File: config.mk
export PLATFORM = sky130hd
export DESIGN_NAME = usm_usart_mp
export DESIGN_NICKNAME = d
export VERILOG_FILES = /design/src/common/usm_pkg.sv /design/src/verilog/usm_usart_mp.sv
export SDC_FILE = /design/constraint.sdc
export NUM_CORES = 1
export LEC_CHECK = 0
export BUFFER_PORTS_ARGS = -buffer_cell sky130_fd_sc_hd__clkbuf_2
export CAP_MARGIN = 5
export CORE_ASPECT_RATIO = 0.9
export CORE_MARGIN = 1.5
export CORE_UTILIZATION = 39
export DETAILED_ROUTE_END_ITERATION = 10
export GPL_ROUTABILITY_DRIVEN = 0
export SYNTH_ARGS = -nofsm -noshare
export SYNTH_HDL_FRONTEND = slang
export SYNTH_SLANG_ARGS = --single-unit
File: constraint.sdc
create_clock -name clock -period 4.85 [get_ports clock]
set_input_delay 0.7275 -clock clock [delete_from_list [all_inputs] [get_ports clock]]
set_output_delay 0.7275 -clock clock [all_outputs]
set_load 0.005 [all_outputs]
File: src/common/usm_pkg.sv
// Package with register map, field positions and carrier types of the multiprocessor serial unit
package usm_pkg;

   // ****************************************
   // Register indices (byte address = index * 4)
   // ****************************************
   localparam logic [3:0] IDX_RECEIVE_DATA_LOW = 4'h0;
   localparam logic [3:0] IDX_RECEIVE_DATA_HIGH_FLAGS = 4'h1;
   localparam logic [3:0] IDX_TRANSMIT_DATA_LOW = 4'h2;
   localparam logic [3:0] IDX_TRANSMIT_DATA_HIGH = 4'h3;
   localparam logic [3:0] IDX_STATUS_FLAGS = 4'h4;
   localparam logic [3:0] IDX_CONTROL_IRQ_ENABLES = 4'h5;
   localparam logic [3:0] IDX_CONTROL_RX_TX_MODES = 4'h6;
   localparam logic [3:0] IDX_CONTROL_FRAME_FORMAT = 4'h7;
   localparam logic [3:0] IDX_BAUD_DIVIDER = 4'h8;
   localparam logic [3:0] IDX_CONTROL_AUTOBAUD_WINDOW = 4'ha;
   localparam logic [3:0] IDX_DEBUG_CONTROL = 4'hb;
   localparam logic [3:0] IDX_EVENT_CONTROL = 4'hc;
   localparam logic [3:0] IDX_TX_PULSE_LENGTH = 4'hd;
   localparam logic [3:0] IDX_RX_PULSE_LENGTH = 4'he;
   localparam int ADR_IDX_LSB = 2;

   // ****************************************
   // Field positions
   // ****************************************
   localparam int CA_RX_COMPLETE_IRQ_ENABLE = 7;
   localparam int CA_TX_DONE_IRQ_ENABLE = 6;
   localparam int CA_TX_BUFFER_EMPTY_IRQ_ENABLE = 5;
   localparam int CA_RX_START_IRQ_ENABLE = 4;
   localparam int CA_AUTOBAUD_ERROR_IRQ_ENABLE = 2;
   localparam int CB_RX_ENABLE = 7;
   localparam int CB_TX_ENABLE = 6;
   localparam int CB_MULTIPROC_MODE_ENABLE = 0;
   localparam int ST_RX_COMPLETE = 7;
   localparam int ST_TX_DONE = 6;
   localparam int ST_RX_START = 4;
   localparam int ST_INCONSISTENT_SYNC = 3;
   localparam int ST_BREAK_DETECT = 1;
   localparam int ST_WAIT_BREAK = 0;
   localparam int EV_INFRARED_EVENT_INPUT_ENABLE = 0;

   // Character size and communication mode codes
   localparam logic [2:0] CHSIZE_9BIT_LOW_FIRST = 3'h6;
   localparam logic [2:0] CHSIZE_9BIT_HIGH_FIRST = 3'h7;
   localparam logic [1:0] CMODE_SYNC_MASTER = 2'h1;
   localparam logic [1:0] CMODE_SPI_MASTER = 2'h3;

   // ****************************************
   // Reset values
   // ****************************************
   localparam logic [7:0] RST_CTRL = 8'h00;
   localparam logic [15:0] RST_BAUD = 16'h0000;
   localparam logic [6:0] RST_RX_PULSE = 7'h00;

   // ****************************************
   // Carrier types
   // ****************************************
   typedef struct packed {
      logic [8:0] data;
      logic stop1;
      logic ferr;
      logic perr;
   } usm_rx_frame_t;

   typedef struct packed {
      logic [8:0] data;
      logic ferr;
      logic perr;
      logic ovf;
   } usm_rx_entry_t;

   typedef struct packed {
      logic rx_complete_vector;
      logic tx_buffer_empty_vector;
      logic tx_done_vector;
   } usm_vectors_t;

endpackage

File: src/verilog/usm_usart_mp.sv
// Multiprocessor frame filter, event logic, interrupt flags and Wishbone register file of the serial unit
`timescale 1ns/100ps
`default_nettype none

module usm_usart_mp (
   input wire logic clock,
   input wire logic sys_rst,
   input wire logic clk_en,
   input wire logic wb_cyc_i,
   input wire logic wb_stb_i,
   input wire logic wb_we_i,
   input wire logic [7:0] wb_adr_i,
   input wire logic [3:0] wb_sel_i,
   input wire logic [31:0] wb_dat_i,
   output logic [31:0] wb_dat_o,
   output logic wb_ack_o,
   input wire usm_pkg::usm_rx_frame_t rx_frame,
   input wire logic rx_frame_valid,
   output logic rx_frame_ready,
   input wire logic rx_start_detected,
   input wire logic autobaud_sync_error,
   input wire logic break_detected,
   output logic [8:0] tx_word,
   output logic tx_word_valid,
   input wire logic tx_word_ready,
   input wire logic tx_shift_done,
   input wire logic tx_done_vector_ack,
   input wire logic sync_transfer_clock,
   output logic sync_transfer_clock_event,
   input wire logic ir_rx_pin,
   input wire logic ir_event_in,
   output logic ir_rx_source,
   output usm_pkg::usm_vectors_t vectors,
   output logic [15:0] baud_divider,
   output logic [7:0] frame_format,
   output logic rx_enable,
   output logic tx_enable
);

   // ****************************************
   // State
   // ****************************************
   typedef struct packed {
      logic [7:0] control_irq_enables;
      logic [7:0] control_rx_tx_modes;
      logic [7:0] control_frame_format;
      logic [7:0] control_autobaud_window;
      logic [7:0] debug_control;
      logic [7:0] event_control;
      logic [7:0] txpl;
      logic [6:0] rxpl;
      logic [15:0] baud;
      logic tx_done_flag;
      logic rx_start_flag;
      logic inconsistent_sync_flag;
      logic bdf;
      logic wfb;
      logic tx_full;
      logic tx_hi;
      logic [8:0] tx_data;
      usm_pkg::usm_rx_entry_t [1:0] rxq;
      logic [1:0] rx_cnt;
      logic ovf_pend;
      logic ack;
      logic [31:0] dat;
      logic xck_ev;
      logic ir_src;
   } usm_state_t;

   usm_state_t st_ff;
   usm_state_t nxt_st;

   logic bus_req;
   logic wr_req;
   logic rd_req;
   logic [3:0] idx;
   logic adr_ok;
   logic frame_type;
   logic is_nine;
   logic rx_take;
   logic rx_keep;
   logic rx_pop;
   logic rx_complete_flag;
   logic tx_buffer_empty_flag;
   logic [1:0] cnt_mid;
   logic [31:0] rd_val;
   usm_pkg::usm_rx_entry_t head;

   // ****************************************
   // Bus decode
   // ****************************************
   assign bus_req = wb_cyc_i & wb_stb_i & ~st_ff.ack;
   assign idx = wb_adr_i[usm_pkg::ADR_IDX_LSB +: 4];
   assign adr_ok = (wb_adr_i[7:6] == 2'h0) & (wb_adr_i[1:0] == 2'h0);
   assign wr_req = bus_req & wb_we_i & adr_ok & wb_sel_i[0];
   assign rd_req = bus_req & ~wb_we_i & adr_ok;
   assign head = st_ff.rxq[0];
   assign rx_complete_flag = (st_ff.rx_cnt != 2'h0);
   assign tx_buffer_empty_flag = ~st_ff.tx_full;

   // ****************************************
   // Frame type and receive filter
   // ****************************************
   assign is_nine = (st_ff.control_frame_format[2:0] == usm_pkg::CHSIZE_9BIT_LOW_FIRST) |
                    (st_ff.control_frame_format[2:0] == usm_pkg::CHSIZE_9BIT_HIGH_FIRST);
   assign frame_type = is_nine ? rx_frame.data[8] : rx_frame.stop1;
   // A frame is only taken on an enabled edge, so a frozen unit never loses one
   assign rx_frame_ready = clk_en & ((st_ff.rx_cnt != 2'h2) | ~st_ff.control_rx_tx_modes[usm_pkg::CB_RX_ENABLE]);
   assign rx_take = rx_frame_valid & rx_frame_ready & st_ff.control_rx_tx_modes[usm_pkg::CB_RX_ENABLE];
   // Data frames are dropped while the mode bit is set; address frames pass
   assign rx_keep = rx_take & (~st_ff.control_rx_tx_modes[usm_pkg::CB_MULTIPROC_MODE_ENABLE] | frame_type);
   assign rx_pop = rd_req & wb_sel_i[0] & (idx == usm_pkg::IDX_RECEIVE_DATA_LOW) & rx_complete_flag;
   assign cnt_mid = rx_pop ? st_ff.rx_cnt - 2'h1 : st_ff.rx_cnt;

   // ****************************************
   // Read mux
   // ****************************************
   always_comb begin
      rd_val = 32'h0000_0000;
      case (idx)
         usm_pkg::IDX_RECEIVE_DATA_LOW: rd_val[7:0] = head.data[7:0];
         usm_pkg::IDX_RECEIVE_DATA_HIGH_FLAGS: rd_val[7:0] = {rx_complete_flag, head.ovf, 3'h0, head.ferr, head.perr,
                                                              head.data[8]};
         usm_pkg::IDX_TRANSMIT_DATA_LOW: rd_val[7:0] = st_ff.tx_data[7:0];
         usm_pkg::IDX_TRANSMIT_DATA_HIGH: rd_val[7:0] = {7'h00, st_ff.tx_hi};
         usm_pkg::IDX_STATUS_FLAGS: rd_val[7:0] = {rx_complete_flag, st_ff.tx_done_flag, tx_buffer_empty_flag, st_ff.rx_start_flag, st_ff.inconsistent_sync_flag, 1'b0,
                                                   st_ff.bdf, st_ff.wfb};
         usm_pkg::IDX_CONTROL_IRQ_ENABLES: rd_val[7:0] = st_ff.control_irq_enables;
         usm_pkg::IDX_CONTROL_RX_TX_MODES: rd_val[7:0] = st_ff.control_rx_tx_modes;
         usm_pkg::IDX_CONTROL_FRAME_FORMAT: rd_val[7:0] = st_ff.control_frame_format;
         usm_pkg::IDX_BAUD_DIVIDER: rd_val[15:0] = st_ff.baud;
         usm_pkg::IDX_CONTROL_AUTOBAUD_WINDOW: rd_val[7:0] = st_ff.control_autobaud_window;
         usm_pkg::IDX_DEBUG_CONTROL: rd_val[7:0] = st_ff.debug_control;
         usm_pkg::IDX_EVENT_CONTROL: rd_val[7:0] = st_ff.event_control;
         usm_pkg::IDX_TX_PULSE_LENGTH: rd_val[7:0] = st_ff.txpl;
         usm_pkg::IDX_RX_PULSE_LENGTH: rd_val[7:0] = {1'b0, st_ff.rxpl};
         default: rd_val = 32'h0000_0000;
      endcase
      if (!adr_ok) begin
         rd_val = 32'h0000_0000;
      end
   end

   // ****************************************
   // Next state
   // ****************************************
   always_comb begin
      nxt_st = st_ff;
      nxt_st.ack = wb_cyc_i & wb_stb_i & ~st_ff.ack;
      if (bus_req) begin
         nxt_st.dat = wb_we_i ? 32'h0000_0000 : rd_val;
      end

      // Register writes
      if (wr_req) begin
         case (idx)
            usm_pkg::IDX_TRANSMIT_DATA_LOW: begin
               if (!st_ff.tx_full) begin
                  nxt_st.tx_data = {st_ff.tx_hi, wb_dat_i[7:0]};
                  nxt_st.tx_full = 1'b1;
               end
            end
            usm_pkg::IDX_TRANSMIT_DATA_HIGH: nxt_st.tx_hi = wb_dat_i[0];
            usm_pkg::IDX_STATUS_FLAGS: begin
               if (wb_dat_i[usm_pkg::ST_TX_DONE]) begin
                  nxt_st.tx_done_flag = 1'b0;
               end
               if (wb_dat_i[usm_pkg::ST_RX_START]) begin
                  nxt_st.rx_start_flag = 1'b0;
               end
               if (wb_dat_i[usm_pkg::ST_INCONSISTENT_SYNC]) begin
                  nxt_st.inconsistent_sync_flag = 1'b0;
               end
               if (wb_dat_i[usm_pkg::ST_BREAK_DETECT]) begin
                  nxt_st.bdf = 1'b0;
               end
               nxt_st.wfb = wb_dat_i[usm_pkg::ST_WAIT_BREAK];
            end
            usm_pkg::IDX_CONTROL_IRQ_ENABLES: nxt_st.control_irq_enables = wb_dat_i[7:0];
            usm_pkg::IDX_CONTROL_RX_TX_MODES: nxt_st.control_rx_tx_modes = wb_dat_i[7:0];
            usm_pkg::IDX_CONTROL_FRAME_FORMAT: nxt_st.control_frame_format = wb_dat_i[7:0];
            usm_pkg::IDX_BAUD_DIVIDER: begin
               nxt_st.baud[7:0] = wb_dat_i[7:0];
               if (wb_sel_i[1]) begin
                  nxt_st.baud[15:8] = wb_dat_i[15:8];
               end
            end
            usm_pkg::IDX_CONTROL_AUTOBAUD_WINDOW: nxt_st.control_autobaud_window = wb_dat_i[7:0];
            usm_pkg::IDX_DEBUG_CONTROL: nxt_st.debug_control = wb_dat_i[7:0];
            usm_pkg::IDX_EVENT_CONTROL: nxt_st.event_control = wb_dat_i[7:0];
            usm_pkg::IDX_TX_PULSE_LENGTH: nxt_st.txpl = wb_dat_i[7:0];
            usm_pkg::IDX_RX_PULSE_LENGTH: nxt_st.rxpl = wb_dat_i[6:0];
            default: nxt_st.control_irq_enables = nxt_st.control_irq_enables;
         endcase
      end

      // Vector execution clears the done flag
      if (tx_done_vector_ack) begin
         nxt_st.tx_done_flag = 1'b0;
      end

      // Transmit buffer hand-off to the shifter
      if (st_ff.tx_full & st_ff.control_rx_tx_modes[usm_pkg::CB_TX_ENABLE] & tx_word_ready) begin
         nxt_st.tx_full = 1'b0;
      end

      // Hardware sets win over software clears
      if (tx_shift_done & ~st_ff.tx_full) begin
         nxt_st.tx_done_flag = 1'b1;
      end
      if (rx_start_detected) begin
         nxt_st.rx_start_flag = 1'b1;
      end
      if (autobaud_sync_error) begin
         nxt_st.inconsistent_sync_flag = 1'b1;
      end
      if (break_detected) begin
         nxt_st.bdf = 1'b1;
      end

      // Receive buffer: pop on low byte read, then push an accepted frame
      if (rx_pop) begin
         nxt_st.rxq[0] = st_ff.rxq[1];
         nxt_st.ovf_pend = nxt_st.ovf_pend;
      end
      nxt_st.rx_cnt = cnt_mid;
      if (rx_start_detected & (st_ff.rx_cnt == 2'h2) & ~rx_pop) begin
         nxt_st.ovf_pend = 1'b1;
      end
      if (rx_keep) begin
         nxt_st.rxq[cnt_mid[0]] = '{data: rx_frame.data, ferr: rx_frame.ferr, perr: rx_frame.perr,
                                    ovf: st_ff.ovf_pend};
         nxt_st.rx_cnt = cnt_mid + 2'h1;
         nxt_st.ovf_pend = 1'b0;
      end
      if (!st_ff.control_rx_tx_modes[usm_pkg::CB_RX_ENABLE]) begin
         nxt_st.rx_cnt = 2'h0;
         nxt_st.ovf_pend = 1'b0;
      end

      // Transfer clock event and infrared source select
      nxt_st.xck_ev = sync_transfer_clock & ((st_ff.control_frame_format[7:6] == usm_pkg::CMODE_SYNC_MASTER) |
                                             (st_ff.control_frame_format[7:6] == usm_pkg::CMODE_SPI_MASTER));
      nxt_st.ir_src = st_ff.event_control[usm_pkg::EV_INFRARED_EVENT_INPUT_ENABLE] ? ir_event_in : ir_rx_pin;
   end

   // ****************************************
   // Registers
   // ****************************************
   always_ff @(posedge clock) begin
      if (sys_rst) begin
         st_ff <= '0;
         st_ff.control_irq_enables <= usm_pkg::RST_CTRL;
         st_ff.control_rx_tx_modes <= usm_pkg::RST_CTRL;
         st_ff.control_frame_format <= usm_pkg::RST_CTRL;
         st_ff.baud <= usm_pkg::RST_BAUD;
         st_ff.rxpl <= usm_pkg::RST_RX_PULSE;
         st_ff.ir_src <= 1'b1;
      end else if (clk_en) begin
         st_ff <= nxt_st;
      end
   end

   // ****************************************
   // Outputs
   // ****************************************
   assign wb_ack_o = st_ff.ack;
   assign wb_dat_o = st_ff.dat;
   assign tx_word = st_ff.tx_data;
   // Held back while frozen, so the shifter cannot take the same word twice
   assign tx_word_valid = clk_en & st_ff.tx_full & st_ff.control_rx_tx_modes[usm_pkg::CB_TX_ENABLE];
   assign sync_transfer_clock_event = st_ff.xck_ev;
   assign ir_rx_source = st_ff.ir_src;
   assign baud_divider = st_ff.baud;
   assign frame_format = st_ff.control_frame_format;
   assign rx_enable = st_ff.control_rx_tx_modes[usm_pkg::CB_RX_ENABLE];
   assign tx_enable = st_ff.control_rx_tx_modes[usm_pkg::CB_TX_ENABLE];
   assign vectors.rx_complete_vector = (st_ff.control_irq_enables[usm_pkg::CA_RX_COMPLETE_IRQ_ENABLE] & rx_complete_flag) |
                                       (st_ff.control_irq_enables[usm_pkg::CA_RX_START_IRQ_ENABLE] & st_ff.rx_start_flag) |
                                       (st_ff.control_irq_enables[usm_pkg::CA_AUTOBAUD_ERROR_IRQ_ENABLE] & st_ff.inconsistent_sync_flag);
   assign vectors.tx_buffer_empty_vector = st_ff.control_irq_enables[usm_pkg::CA_TX_BUFFER_EMPTY_IRQ_ENABLE] & tx_buffer_empty_flag;
   assign vectors.tx_done_vector = st_ff.control_irq_enables[usm_pkg::CA_TX_DONE_IRQ_ENABLE] & st_ff.tx_done_flag;
endmodule
`default_nettype wire
==> impl_metrics.tcl <==
set metrics [dict create \
    grt_overflow 0 \
    ctsResizeCount 0 \
    finalCritPeriodShare 0.6092 \
    ys_seq_area_frac 0.4034 \
    setup_viol 0 \
    power.static_leakage_uw 0.003171 \
    hp-class "reg2reg" \
    clkLatencyLatePin_ns 0.42 \
    ctsLongestPathBuffers 2 \
    fp.dieH_um 130.1 \
    hpwl_um 14640 \
    track_usage 0.2271 \
    tightest_slew_ns 1.074 \
    final_cell_mix "dfxtp_1, nand2_1, clkbuf_2" \
    drtIter0Drc 486 \
    syn_area_sq_um 6998 \
    nNetsFinal 919 \
    totalWireLength_um 21100 \
    die_w_um 144.2 \
    synth-main-ff-cell "dfxtp_1" \
    fmax_ghz 0.3385 \
    vias 5981 \
    start_util 0.3973 \
    place_area_sq_um 7269 \
    finalHoldViolations 0 \
    worst_setup_path_end_kind "flip-flop" \
    slowest_delay_ns 0.78 \
    slew_headroom 0.2806 \
    avgViaCountPerCell 5.457 \
    clockPowerShare 0.489 \
    pin_count 147 \
    irDropWorstVdd_uv 223.3 \
    layout_commonest_cell "dfxtp_1" \
    synthDistinctLibCells 64 \
    grt_pass1_wl_um 31640 \
    async_reset_ff_frac 0 \
    switching_power_uw 600.3 \
    path_clk_slew_ns 0.06 \
    grt_max_degree 90 \
    power_density_nw_per_um2 329.4 \
    crit_required_ns 5.22 \
    slew_viol_final 0 \
    synth-edff-count 0 \
    syn_inst 815 \
    design_area_sq_um 7825 \
    cts_tree "done" \
    power_frac_comb 0.059 \
    coreArea_sq_um 17610 \
    clock_tree.root_cell "clkbuf_16" \
    ys_ff_latch 141 \
    maxCapViolCount 0 \
    h-tree-depth 4 \
    min_period_ns 2.955 \
    crit_chain "clkbuf_2 -> or4b_4 -> or4_4 -> a2111oi_4 -> a22o_1 -> a21o_1" \
    antenna_left 0 \
    setup_tns_ns 0 \
    cts_hold_repair.buffers 0 \
    syn_avg_cell_area_sq_um 8.586 \
    cts_setup_buffers 0 \
    wl_per_cell_um 19.25 \
    grt_antenna_before_repair 0 \
    arrival_ns 3.32 \
    die_area_sq_um 18760 \
    cp_max_fo 22 \
    drc 0 \
    p_seq_frac 0.452 \
    antennaDiodeCount 0 \
    grt_pass1_vias 5436 \
    areaGrowthSynthToFinish_pct 11.82 \
    worstSetupPathType "in2reg" \
    skew_ns 0.008647 \
    io_buffers 112 \
    grt_setup_unrepaired "no" \
    status "finished clean" \
    startpoint_type "input port" \
    cts_buffers 17 \
    rows 46 \
    yosys_warnings 0 \
    intPower_uw 1977 \
    cts_sinks 141 \
    drive_above_1_share 0.1939 \
    swShare 0.2329 \
    first_pass_iters 5 \
    slowest_stage "a2111oi_4" \
]
## final timing paths
| kind | startpoint | endpoint | slack (ns) | depth (start not counted) |
|---|---|---|---|---|
| worst max-delay path | wb_adr_i[3] | head[6] | 1.90 | 6 |
| worst max register to register | st_ff[36] | head[6] | 1.91 | 7 |
| worst min register to register | wb_dat_o[2] | wb_dat_o[2] | 0.45 | 2 |
| worst min-delay path | wb_dat_o[2] | wb_dat_o[2] | 0.45 | 2 |
## stage by stage
step / hold WS, ns / util / std cells / setup slack [ns] / power, uW
2_1_floorplan: 0.4299 / - / 830 / 2.114 / 1287
3_3_place_gp: 0.4413 / 0.4128 / 1066 / 1.540 / 1339
3_5_place_dp: 0.4429 / 0.4128 / 1066 / 1.513 / 1340
4_1_cts: 0.4506 / 0.4443 / 1096 / 1.926 / 2594
5_1_grt: 0.4758 / 0.4443 / 1096 / 1.772 / 2660
6_report: 0.4497 / 0.4443 / 1096 / 1.895 / 2577
## synth_stat cells, types with 3 or more instances
library cell | count | area, sq um
dfxtp_1 | 141 | 2823
nand2_1 | 122 | 457.9
buf_4 | 66 | 495.5
mux2i_1 | 64 | 640.6
a21oi_1 | 62 | 310.3
nor2_1 | 60 | 225.2
clkbuf_1 | 53 | 198.9
nand2b_1 | 28 | 175.2
a22o_1 | 17 | 148.9
a22oi_1 | 15 | 112.6
a21o_1 | 14 | 105.1
nand3_1 | 13 | 65.06
a221oi_1 | 10 | 87.58
nor2b_1 | 10 | 62.56
inv_1 | 9 | 33.78
a31oi_1 | 7 | 43.79
and3_1 | 7 | 43.79
a211oi_1 | 6 | 45.04
a32oi_1 | 6 | 52.55
o21ai_0 | 6 | 30.03
nand3b_1 | 5 | 37.54
o21ai_1 | 5 | 25.02
or3_1 | 5 | 31.28
a311oi_1 | 4 | 35.03
and2_1 | 4 | 25.02
mux2_2 | 4 | 45.04
nor3b_1 | 4 | 30.03
o22ai_1 | 4 | 25.02
a32o_1 | 3 | 30.03
and2_0 | 3 | 18.77
buf_1 | 3 | 11.26
buf_2 | 3 | 15.01
nand4b_1 | 3 | 26.28
nor3_2 | 3 | 30.03
nor4_1 | 3 | 18.77
o2bb2ai_1 | 3 | 26.28
## worst max-delay path, delay by kind of cell
kind | cells | cell delay (ns)
and+or+nand+nor | 2 | 1.18
buffers and inverters | 1 | 0.30
AOI/OAI and AO/OA | 3 | 1.11
## kinds of logic (layout without fill, tap and decap cells)
group,Yosys count,after routing,share of synthesized area
flip-flops,141,141,0.4034
multiplexers,71,71,0.1044
XOR/XNOR,2,2,0.002504
AND/OR/NAND/NOR,285,285,0.1986
other,1,16,0.0005359
buffers and inverters,136,162,0.1110
AO/OA/AOI/OAI,177,177,0.1759
adder cells (fa/ha/maj),2,2,0.003575
## area by class of cell
cell class,instances,area [sq um]
inverter,9,33.78
timing repair buffer,123,645.6
sequential,141,2823
tap,240,300.3
clock buffer,21,460.4
multi-input combinational,553,3467
fill,1798,9787
clock inverter,9,95.09
## per-layer routing
metal  vias up  routed length [um]  part of all wire  global-route usage
li1       2853                   -                 -                   -
met1      2879                9792              0.46              0.3200
met2       224                9353              0.44              0.3383
met3        25                1553             0.074             0.05431
met4         0                 396             0.019             0.08021
met5         -                   0                 0                   0
## power groups by stage
stage          clock network (uW)  logic (uW)  registers [uW]
2_1_floorplan                   0        97.9            1190
3_3_place_gp                    0         150            1190
3_5_place_dp                    0         151            1190
4_1_cts                      1280         151            1160
5_1_grt                      1330         164            1160
6_report                     1260         153            1160
## sequential cells by signal, summed over array words and instances, names as in the netlist
register / count
baud_divider: 16
frame_format: 8
head: 12
ir_rx_source: 1
rx_enable: 1
st_ff: 75
sync_transfer_clock_event: 1
tx_enable: 1
tx_word: 9
wb_ack_o: 1
wb_dat_o: 16
Power figures use the tool's default switching activity.
